<file path="src/hw/rtctmr_pkg.sv">
package rtctmr_pkg;
  localparam logic [7:0] CONTROL_TWO_OFFSET      = 8'h01;
  localparam logic [7:0] TIMER_CONTROL_OFFSET    = 8'h0e;
  localparam logic [7:0] TIMER_COUNTDOWN_OFFSET  = 8'h0f;
  localparam int         REPEAT_SELECT_BIT       = 4;
  localparam int         EVENT_FLAG_BIT          = 2;
  localparam int         IRQ_ENABLE_BIT          = 0;
  localparam int         RUN_ENABLE_BIT          = 7;
  localparam logic [7:0] CONTROL_TWO_RESET       = 8'h00;
  localparam logic [7:0] TIMER_CONTROL_RESET     = 8'h00;
  localparam logic [7:0] TIMER_COUNTDOWN_RESET   = 8'h00;
  localparam logic [1:0] SRC_4096HZ              = 2'h0;
  localparam logic [1:0] SRC_64HZ                = 2'h1;
  localparam logic [1:0] SRC_SECONDS             = 2'h2;
  localparam logic [1:0] SRC_MINUTES             = 2'h3;
  // Host register offsets (byte addresses on AHB-Lite).
  localparam logic [7:0] HOST_CMD_OFFSET         = 8'h00;
  localparam logic [7:0] HOST_WDATA_OFFSET       = 8'h04;
  localparam logic [7:0] HOST_STATUS_OFFSET      = 8'h08;
  localparam logic [7:0] HOST_RDATA_OFFSET       = 8'h0c;
  localparam logic [7:0] HOST_IRQ_OFFSET         = 8'h10;
  localparam logic [31:0] HOST_RESET_VALUE       = 32'h0000_0000;
endpackage

</file>
<file path="src/hw/rtctmr_if.sv">
interface rtctmr_if;
  logic       wr_en;
  logic       rd_en;
  logic [7:0] addr;
  logic [7:0] wdata;
  logic [7:0] rdata;
  logic       irq_n_o;
  logic       irq_n_oe_n;
  logic       irq_n_wire;
  assign irq_n_wire = irq_n_oe_n ? 1'b1 : irq_n_o;
  modport device (input wr_en, input rd_en, input addr, input wdata, output rdata, output irq_n_o,
                  output irq_n_oe_n);
  modport host (output wr_en, output rd_en, output addr, output wdata, input rdata, input irq_n_wire);
endinterface

</file>
<file path="src/hw/rtctmr_device.sv">
module rtctmr_device #(
  parameter int CLK_HZ = 125_000_000
) (
  input  wire logic clk,
  input  wire logic reset_n,
  input  wire logic seconds_update,
  input  wire logic minutes_update,
  rtctmr_if.device  bus
);
  import rtctmr_pkg::*;

  localparam real TICK_4096_US  = 244.14;
  localparam real TICK_64_MS    = 15.625;
  localparam real RTN_SHORT_US  = 122.0;
  localparam real RTN_MID_MS    = 7.813;
  localparam int  DIV_4096 = int'(TICK_4096_US * CLK_HZ / 1.0e6);
  localparam int  DIV_64   = int'(TICK_64_MS * CLK_HZ / 1.0e3);
  localparam int  RTN_SHORT = int'(RTN_SHORT_US * CLK_HZ / 1.0e6);
  localparam int  RTN_FAST  = DIV_4096;
  localparam int  RTN_MID   = int'(RTN_MID_MS * CLK_HZ / 1.0e3);
  localparam int  RTN_LONG  = DIV_64;

  logic [7:0]  control_two_reg;
  logic [7:0]  timer_control_reg;
  logic [7:0]  preset_reg;
  logic [7:0]  count_reg;
  logic [31:0] div_a_reg;
  logic [31:0] div_b_reg;
  logic [31:0] rtn_reg;
  logic        run_d_reg;
  logic        sec_s1_reg, sec_s2_reg, sec_s3_reg;
  logic        min_s1_reg, min_s2_reg, min_s3_reg;
  logic        irq_low_reg;
  logic [7:0]  rdata_reg;
  logic        tick_4096, tick_64, tick_sel, event_hit, run;

  assign run       = timer_control_reg[RUN_ENABLE_BIT];
  assign tick_4096 = (div_a_reg == 32'(DIV_4096 - 1));
  assign tick_64   = (div_b_reg == 32'(DIV_64 - 1));

  // Slow sources follow the calendar edges, so the first tick may come early.
  always_ff @(posedge clk) begin
    sec_s1_reg <= seconds_update;
    sec_s2_reg <= sec_s1_reg;
    sec_s3_reg <= sec_s2_reg;
    min_s1_reg <= minutes_update;
    min_s2_reg <= min_s1_reg;
    min_s3_reg <= min_s2_reg;
  end

  always_comb begin
    case (timer_control_reg[1:0])
      SRC_4096HZ: tick_sel = tick_4096;
      SRC_64HZ:   tick_sel = tick_64;
      SRC_SECONDS: tick_sel = sec_s2_reg & ~sec_s3_reg;
      default:    tick_sel = min_s2_reg & ~min_s3_reg;
    endcase
  end

  assign event_hit = run && tick_sel && count_reg == 8'h01;

  // Dividers restart on start; a divider at its last count in the start cycle still ticks in that cycle.
  always_ff @(posedge clk) begin
    if (!reset_n || (run && !run_d_reg) || tick_4096) begin
      div_a_reg <= 32'h0000_0000;
    end else begin
      div_a_reg <= div_a_reg + 32'h0000_0001;
    end
  end

  always_ff @(posedge clk) begin
    if (!reset_n || (run && !run_d_reg) || tick_64) begin
      div_b_reg <= 32'h0000_0000;
    end else begin
      div_b_reg <= div_b_reg + 32'h0000_0001;
    end
  end

  always_ff @(posedge clk) begin
    if (!reset_n) begin
      run_d_reg <= 1'b0;
    end else begin
      run_d_reg <= run;
    end
  end

  always_ff @(posedge clk) begin
    if (!reset_n) begin
      timer_control_reg <= TIMER_CONTROL_RESET;
    end else if (bus.wr_en && bus.addr == TIMER_CONTROL_OFFSET) begin
      timer_control_reg <= {bus.wdata[7], 5'h00, bus.wdata[1:0]};
    end
  end

  always_ff @(posedge clk) begin
    if (!reset_n) begin
      control_two_reg <= CONTROL_TWO_RESET;
    end else begin
      if (bus.wr_en && bus.addr == CONTROL_TWO_OFFSET) begin
        control_two_reg[REPEAT_SELECT_BIT] <= bus.wdata[REPEAT_SELECT_BIT];
        control_two_reg[IRQ_ENABLE_BIT]    <= bus.wdata[IRQ_ENABLE_BIT];
        if (!bus.wdata[EVENT_FLAG_BIT]) begin
          control_two_reg[EVENT_FLAG_BIT] <= 1'b0;
        end
      end
      if (event_hit) begin
        control_two_reg[EVENT_FLAG_BIT] <= 1'b1;
      end
    end
  end

  // Preset writes are accepted while stopped; the counter follows the preset then.
  always_ff @(posedge clk) begin
    if (!reset_n) begin
      preset_reg <= TIMER_COUNTDOWN_RESET;
      count_reg  <= TIMER_COUNTDOWN_RESET;
    end else if (bus.wr_en && bus.addr == TIMER_COUNTDOWN_OFFSET && !run) begin
      preset_reg <= bus.wdata;
      count_reg  <= bus.wdata;
    end else if (run && tick_sel) begin
      if (count_reg == 8'h01) begin
        count_reg <= preset_reg;
      end else if (count_reg != 8'h00) begin
        count_reg <= count_reg - 8'h01;
      end
    end
  end

  always_ff @(posedge clk) begin
    if (!reset_n) begin
      rtn_reg <= 32'h0000_0000;
    end else if (event_hit && control_two_reg[REPEAT_SELECT_BIT]) begin
      case (timer_control_reg[1:0])
        SRC_4096HZ: rtn_reg <= (preset_reg == 8'h01) ? 32'(RTN_SHORT) : 32'(RTN_FAST);
        SRC_64HZ:   rtn_reg <= (preset_reg == 8'h01) ? 32'(RTN_MID) : 32'(RTN_LONG);
        default:    rtn_reg <= 32'(RTN_LONG);
      endcase
    end else if (rtn_reg != 32'h0000_0000) begin
      rtn_reg <= rtn_reg - 32'h0000_0001;
    end
  end

  // Level mode follows the flag and enable, so enabling late pulls low at once.
  always_ff @(posedge clk) begin
    if (!reset_n) begin
      irq_low_reg <= 1'b0;
    end else if (control_two_reg[REPEAT_SELECT_BIT]) begin
      irq_low_reg <= control_two_reg[IRQ_ENABLE_BIT] && run &&
                     (event_hit || rtn_reg > 32'h0000_0001);
    end else begin
      irq_low_reg <= control_two_reg[IRQ_ENABLE_BIT] && (control_two_reg[EVENT_FLAG_BIT] || event_hit) &&
                     !(bus.wr_en && bus.addr == CONTROL_TWO_OFFSET && !bus.wdata[EVENT_FLAG_BIT]
                       && !event_hit);
    end
  end

  assign bus.irq_n_o    = 1'b0;
  assign bus.irq_n_oe_n = ~irq_low_reg;

  // Counter reads are not held; software compares two reads.
  always_ff @(posedge clk) begin
    if (!reset_n) begin
      rdata_reg <= 8'h00;
    end else if (bus.rd_en) begin
      if (bus.addr == CONTROL_TWO_OFFSET) begin
        rdata_reg <= control_two_reg;
      end else if (bus.addr == TIMER_CONTROL_OFFSET) begin
        rdata_reg <= timer_control_reg;
      end else if (bus.addr == TIMER_COUNTDOWN_OFFSET) begin
        rdata_reg <= count_reg;
      end else begin
        rdata_reg <= 8'h00;
      end
    end
  end

  assign bus.rdata = rdata_reg;
endmodule

</file>
<file path="src/flat_wrapper.sv">
// flat-port wrapper written by rule: the top's interface ports become plain ports
module rtctmr_device_flat import rtctmr_pkg::*;
#(
  parameter int CLK_HZ = 125_000_000
)
  (clk, reset_n, seconds_update, minutes_update, bus_wr_en, bus_rd_en, bus_addr, bus_wdata, bus_rdata, bus_irq_n_o, bus_irq_n_oe_n);
  rtctmr_if bus_i ();
  input  wire logic clk;
  input  wire logic reset_n;
  input  wire logic seconds_update;
  input  wire logic minutes_update;
  input wire logic [$bits(bus_i.wr_en)-1:0] bus_wr_en;
  input wire logic [$bits(bus_i.rd_en)-1:0] bus_rd_en;
  input wire logic [$bits(bus_i.addr)-1:0] bus_addr;
  input wire logic [$bits(bus_i.wdata)-1:0] bus_wdata;
  output wire logic [$bits(bus_i.rdata)-1:0] bus_rdata;
  output wire logic [$bits(bus_i.irq_n_o)-1:0] bus_irq_n_o;
  output wire logic [$bits(bus_i.irq_n_oe_n)-1:0] bus_irq_n_oe_n;
  assign bus_i.wr_en = bus_wr_en;
  assign bus_i.rd_en = bus_rd_en;
  assign bus_i.addr = bus_addr;
  assign bus_i.wdata = bus_wdata;
  assign bus_rdata = bus_i.rdata;
  assign bus_irq_n_o = bus_i.irq_n_o;
  assign bus_irq_n_oe_n = bus_i.irq_n_oe_n;
  rtctmr_device #(.CLK_HZ(CLK_HZ)) u_core (.clk(clk), .reset_n(reset_n), .seconds_update(seconds_update), .minutes_update(minutes_update), .bus(bus_i));
endmodule
</file>
<file path="config.mk">
export PLATFORM = sky130hd
export DESIGN_NAME = rtctmr_device_flat
export DESIGN_NICKNAME = d
export VERILOG_FILES = /design/src/hw/rtctmr_pkg.sv /design/src/hw/rtctmr_if.sv /design/src/hw/rtctmr_device.sv /design/src/flat_wrapper.sv
export SDC_FILE = /design/constraint.sdc
export NUM_CORES = 1
export LEC_CHECK = 0
export ABC_AREA = 1
export BUFFER_PORTS_ARGS = -buffer_cell sky130_fd_sc_hd__buf_4
export CORE_MARGIN = 2
export CORE_UTILIZATION = 50
export DETAILED_ROUTE_END_ITERATION = 8
export GPL_ROUTABILITY_DRIVEN = 0
export PLACE_DENSITY = 0.67
export SYNTH_ARGS = -nofsm -noshare
export SYNTH_HDL_FRONTEND = slang
export SYNTH_SLANG_ARGS = --single-unit
</file>
<file path="constraint.sdc">
create_clock -name clk -period 1.95 [get_ports clk]
set_input_delay 0.0975 -clock clk [delete_from_list [all_inputs] [get_ports clk]]
set_output_delay 0.0975 -clock clk [all_outputs]
set_load 0.05 [all_outputs]
</file>
==> results.txt, run 1 <==
fill count -> 1259
Max Clock Freq -> 515 MHz
die width -> 123 µm
All-Layer GR Usage -> 23.1%
core area -> 13900 µm²
I/O Pins -> 32
hold path cells -> 3
CTS H-tree depth -> 4
compound-cell area share of the yosys netlist -> 11.6%
Util after Layout -> 65.4%
CP delay by family, top -> simple AND/OR/NAND/NOR gates
cell row count -> 43
min Tclk post-route -> 1.94 ns
Root Driver -> clkbuf_16
Final Cycle Share -> 99.5%
post-synthesis sequential area ratio -> 37.6%
Mapped Cells -> 1020
reg2reg path depth -> 12
Reg clk slew, reported paths -> 0.06 ns
Hold Startpoint -> reset_n
WL/cell -> 13.4 µm
DIE AREA -> 15200 µm²
initial antenna violation count -> 0
critical path cell sequence -> inv_2 -> ha_4 -> nand2_2 -> nor2_2 -> nand2_1 -> nor2_2 -> nand3_2 -> nand3_4 -> nand4_4 -> nand2_4 -> nand2_8 -> a21oi_1
Clock Skews -> 0.0101 ns
Num CTS Buffers -> 17
layout cell share with drive strength beyond 1 -> 22.8%
HPWL Detailed -> 12500 µm
maximum vdd drop -> 664 µV
mux contribution to synthesized area -> 0%
Max Cap Viol -> 0
Placement Setup Slack -> 0.00587 ns
P_leak -> 3.81 nW
cell area after synthesis -> 7130 µm²
register bit total from synthesis -> 134
Hold Path End -> u_core.run_d_reg
final worst setup slack -> 0.00887 ns
largest cells by area after synthesis -> dfxtp_1, nand2_1, nor2_1, inv_1, a21oi_1
Initial Utilization -> 51.4%
Overflow after GRT -> 0
async set-or-reset flop fraction in the synthesized netlist -> 0%
Worst R2R End -> u_core.rtn_reg[12]
Synth Area in Adders -> 1.40%
outcome -> complete, no violations
Syn Nets -> 1050
Worst Setup End Kind -> flop
CP bufs+invs -> 1
WP data arrival -> 2.29 ns
Reg2Reg Setup Slack -> 0.009 ns
top_reg_cell synth -> dfxtp_1
crit path max fanout -> 8
Reg2Reg Launch Point -> u_core.div_b_reg[0]
n_diodes -> 0
Layout Cells excl Fill -> 1325
Setup TNS -> 0 ns
first drt pass iteration count -> 5
Vias/cell -> 5.21
Residual DRC -> 0
Starting DRT DRC Count -> 427
critical path required time -> 2.30 ns
Sink Count -> 134
hold slack -> 0.0457 ns
simple-gate share of the synthesized area -> 37.6%
largest family of logic cells by synthesized area -> simple AND/OR/NAND/NOR gates
Worst Path Class, Setup -> reg2reg
fin. max-slew vios -> 0
placed insts -> 1274
Port Buffers -> 30
die height -> 123 µm
synth warn -> 0
Avg Cell Area, Syn -> 6.99 µm²
final wirelength -> 17700 µm
synth unique cells -> 48
Nets -> 1162
crit-path max cell delay -> 0.33 ns
Final Hold Vio Count -> 0
TritonCTS clock tree -> built
cell taking the most area after synthesis -> dfxtp_1
Post-Synth XOR/XNOR Area -> 3.93%
CP Launch Type -> flop
via count -> 6904
Max clock buf depth -> 2
Synth top area share -> 37.6%
Area growth, synth to finish -> 27.3%
clk_lat worst skew -> 0.43 ns
CP startpoint -> u_core.div_b_reg[0]
number of synthesized flops with an enable pin -> 0
largest net degree at the start of global routing -> 33
first-pass GRT wire length -> 27800 µm
vias in the first global route -> 6093
RSZ-0062 raised after global routing -> yes
Hold Path Class -> in2reg
PwrDens -> 1170 nW/µm²
most frequent CP cell -> nor2_2
setup violators final -> 0
Critical-path top delay cell -> dfxtp_2
Antenna Violating Nets Remaining -> 0
stage by stage:
| stage | power (W) | area (µm²) |
|---|---|---|
| finish | 0.0106 | 9080 |
| global route | 0.0113 | 9080 |
| CTS | 0.0102 | 8660 |
| detailed placement | 0.00706 | 7970 |
| global placement | 0.00702 | 7970 |
| floorplan | 0.00600 | 7130 |
tightest hold or removal path, stage by stage:
cell     delay [ns]
buf_4          0.20
nand2_1        0.09
inv_1          0.03
Yosys cell counts (8+ instances only):
library cell / instances
nor2_1: 164
o21ai_1: 9
a21oi_1: 65
clkbuf_1: 12
inv_1: 119
nand3_1: 51
nor4_1: 8
nand2_2: 12
nand4_1: 20
nor3b_1: 14
xor2_1: 26
nor2_4: 10
nor3_1: 37
dfxtp_1: 134
ha_1: 8
o21ai_0: 52
nand2_1: 192
per-layer routing:
metal  vias to the layer above  wire (µm)  global-route usage, %
met5                         -          0                      0
met4                         0        276                   7.03
met3                        22        700                   4.70
met2                       149       8480                   38.0
met1                      3183       8240                   30.5
li1                       3550          -                      -
logic make-up after synthesis:
logic type,Yosys count
and+or+nand+nor,549
xor gates and xnor gates,32
buffers and inverters,144
DFF,134
other,1
adders and majority gates,8
AOI/OAI and AO/OA,152
power by group:
group          switching, W  internal [W]
Combinational       0.00247       0.00167
Sequential         0.000306       0.00307
Clock               0.00122       0.00191
how the worst max path moves through the flow:
stage / to / slack, ns / depth (start not counted)
floorplan: u_core.rtn_reg[29] / 0.15 / 13
global placement: u_core.rtn_reg[15] / 0.04 / 13
detailed placement: u_core.rtn_reg[15] / 0.006 / 13
CTS: u_core.div_b_reg[30] / 0.01 / 10
global route: u_core.div_a_reg[30] / -0.12 / 11
finish: u_core.rtn_reg[12] / 0.009 / 12
cell usage in the layout (no fill, tap or decap), types with 4 or more instances in the layout:
cell type | synthesis | routed
nor2_4 | 10 | 12
nor3_2 | 5 | 5
a21oi_1 | 65 | 60
clkbuf_16 | 0 | 18
nor2_1 | 164 | 155
a21oi_2 | 0 | 5
inv_2 | 7 | 9
nand4_1 | 20 | 20
dfxtp_1 | 134 | 129
xnor2_1 | 6 | 6
nand3_1 | 51 | 38
o211ai_1 | 5 | 5
o21ai_1 | 9 | 10
nor4_1 | 8 | 8
ha_1 | 8 | 4
xor2_1 | 26 | 26
dlygate4sd3_1 | 0 | 11
o21ai_0 | 52 | 46
nor2_2 | 7 | 14
o21ai_2 | 1 | 6
nand2_1 | 192 | 176
inv_1 | 119 | 115
or2_2 | 5 | 5
nand2_4 | 5 | 8
nor3_1 | 37 | 34
clkinvlp_4 | 0 | 5
nor3_4 | 2 | 5
nand2_2 | 12 | 23
nand3_2 | 3 | 15
nor3b_1 | 14 | 14
o21a_1 | 7 | 7
buf_4 | 2 | 94
nand3_4 | 3 | 4
area by class of cell:
cell class	count	area (µm²)	share of cell area, %
clock buffer	20	447	4.92
clock inverter	12	130	1.43
inverter	127	484	5.33
multi-input combinational	742	4190	46.2
sequential	134	2690	29.7
tap	180	225	2.48
timing repair buffer	110	907	9.99
timing repair:
item | 4_1_cts | 5_1_grt
endpoints found under the setup margin | 1 | 53
cloned | 0 | 1
gates resized for setup | 1 | 95
buffers inserted | 0 | 7
hold endpoints to repair | 20 | 0
pin swaps | 1 | 35
hold buffers | 11 | 0
Power figures use the tool's default switching activity.
==> run 2: changes to the inputs <==
CELL_PAD_IN_SITES_DETAIL_PLACEMENT = 1   (was not set)
CELL_PAD_IN_SITES_GLOBAL_PLACEMENT = 1   (was not set)
CORE_UTILIZATION = 45   (was 50)
PLACE_DENSITY = 0.8   (was 0.67)
==> run 2 against run 1 <==
Compared with the run above: non-clock buffer count is 49 higher; power is 6.4% higher; worst setup slack worse by 0.093 ns; critical path depth is 1 higher; the run now ends with negative setup slack left; highest routed layer unchanged; sequential power is 1% higher; clock power is 4% lower; fmax is 4.6% lower; worst hold slack worse by 0.0016 ns; clock skew hardly changed; global-route usage is 3.5 points higher; largest power group unchanged.
==> results.txt, run 2 (synthesis results as in run 1) <==
outcome -> finished with violations
violated checks -> negative setup slack
GR peak layer -> met2
maximum vdd drop -> 741 µV
Hold Path Class -> in2reg
critical path cell sequence -> inv_2 -> ha_4 -> nand2_4 -> inv_2 -> nand2_2 -> nor2_4 -> nand2_2 -> nor2_4 -> buf_4 -> or2_2 -> nand2_1 -> nand2_1 -> a21oi_1
Levels on crit path -> 13
final worst setup slack -> -0.0846 ns
Least-Margin Pin Slew -> 0.559 ns
Max Cap Viol -> 0
global routing usage on met1 -> 32.5%
fin. max-slew vios -> 0
Critical-path top delay cell -> dfxtp_1
largest net degree at the start of global routing -> 33
Worst Path Class, Setup -> reg2reg
PwrDens -> 1200 nW/µm²
core area -> 15700 µm²
DIE AREA -> 16900 µm²
final wirelength -> 24000 µm
crit-path max cell delay -> 0.37 ns
Sink Count -> 134
Reg2Reg Setup Slack -> -0.08 ns
HPWL Detailed -> 15600 µm
Clock Skews -> 0.00990 ns
critical path required time -> 2.30 ns
via count -> 7477
CTS H-tree depth -> 4
CP delay by family, top -> simple AND/OR/NAND/NOR gates
commonest non-fill, non-tap cell in the layout -> nand2_1
Starting DRT DRC Count -> 375
Worst R2R End -> u_core.rtn_reg[1]
WL/cell -> 17.0 µm
P_leak -> 4.02 nW
hold path cells -> 3
Final Cycle Share -> 104%
n_diodes -> 0
cell row count -> 46
I/O Pins -> 32
RSZ-0062 raised after global routing -> yes
CP startpoint -> u_core.rtn_reg[0]
CP Launch Type -> flop
Antenna Violating Nets Remaining -> 0
Nets -> 1212
reg2reg path depth -> 13
WP data arrival -> 2.38 ns
Reg2Reg Launch Point -> u_core.rtn_reg[0]
Area growth, synth to finish -> 32.2%
All-Layer GR Usage -> 26.6%
Initial Utilization -> 45.4%
first-pass GRT wire length -> 35600 µm
most frequent cells in the layout -> nand2_1, nor2_1, buf_4, dfxtp_1, inv_1
die height -> 130 µm
Max clock buf depth -> 2
setup violators final -> 3
Residual DRC -> 0
met2 Use GR -> 47.6%
vias in the first global route -> 7380
Final Hold Vio Count -> 0
Worst Setup End Kind -> flop
Max Clock Freq -> 492 MHz
Num CTS Buffers -> 17
crit path max fanout -> 3
Util after Layout -> 60.0%
CP bufs+invs -> 3
Overflow after GRT -> 0
Vias/cell -> 5.30
layout cell share with drive strength beyond 1 -> 25.9%
slew margin rel. -> 62.5%
Reg clk slew, reported paths -> 0.06 ns
TritonCTS clock tree -> built
Placement Setup Slack -> -0.0296 ns
initial antenna violation count -> 0
min Tclk post-route -> 2.03 ns
worst setup path end -> u_core.rtn_reg[1]
clk_lat worst skew -> 0.43 ns
Root Driver -> clkbuf_16
die width -> 130 µm
Port Buffers -> 30
first drt pass iteration count -> 5
met3 GRT Util -> 4.92%
## run 2: final cells by class
| cell class | count | area [µm²] |
|---|---|---|
| Fill cell | 2035 | 6280 |
| Multi-Input combinational cell | 743 | 4170 |
| Sequential cell | 134 | 2700 |
| Timing Repair Buffer | 159 | 1270 |
| Inverter | 127 | 482 |
| Clock buffer | 18 | 439 |
| Tap cell | 216 | 270 |
| Clock inverter | 14 | 100 |
## run 2: worst min path at each step
stage                               from                  end  slack (ns)
after floorplan           minutes_update    u_core.min_s1_reg        0.13
after global placement    minutes_update    u_core.min_s1_reg        0.20
after detailed placement  minutes_update    u_core.min_s1_reg        0.20
after CTS                        reset_n     u_core.run_d_reg        0.02
after global routing             reset_n  u_core.count_reg[2]        0.06
final                            reset_n     u_core.run_d_reg        0.04
## run 2: tightest hold or removal path, cell delays in order
cell	delay, ns
buf_4	0.20
nand2_1	0.10
inv_1	0.03
## run 2: repair_timing
action	in CTS	in global routing
setup endpoints to repair	4	57
endpoints found under the hold margin	16	0
gates resized for setup	4	92
buffers inserted	0	22
cloned	0	1
pin swaps	0	28
hold buffers	11	0
## run 2: metrics by stage
stage | hold slack (ns) | cells | setup TNS (ns) | total power [W] | instance area [µm²]
global placement | 0.203 | 1345 | 0 | 0.00717 | 8290
global route | 0.0602 | 1411 | -2.09 | 0.0120 | 9430
finish | 0.0441 | 1411 | -0.128 | 0.0113 | 9430
CTS | 0.0181 | 1388 | 0 | 0.0104 | 8960
detailed placement | 0.204 | 1345 | -0.0350 | 0.00732 | 8290
floorplan | 0.125 | 1020 | 0 | 0.00600 | 7130
## run 2: where the power goes
group	switching, W	internal (W)	total, W	leakage, nW
Clock	0.00132	0.00166	0.00298	0.263
Sequential	0.000360	0.00307	0.00343	1.09
Combinational	0.00305	0.00186	0.00491	2.66
## run 2: metal layers
| layer | up-vias | wire, µm |
|---|---|---|
| met3 | 59 | 701 |
| met4 | 0 | 617 |
| met5 | - | 0 |
| met2 | 135 | 12500 |
| met1 | 3645 | 10200 |
| li1 | 3638 | - |
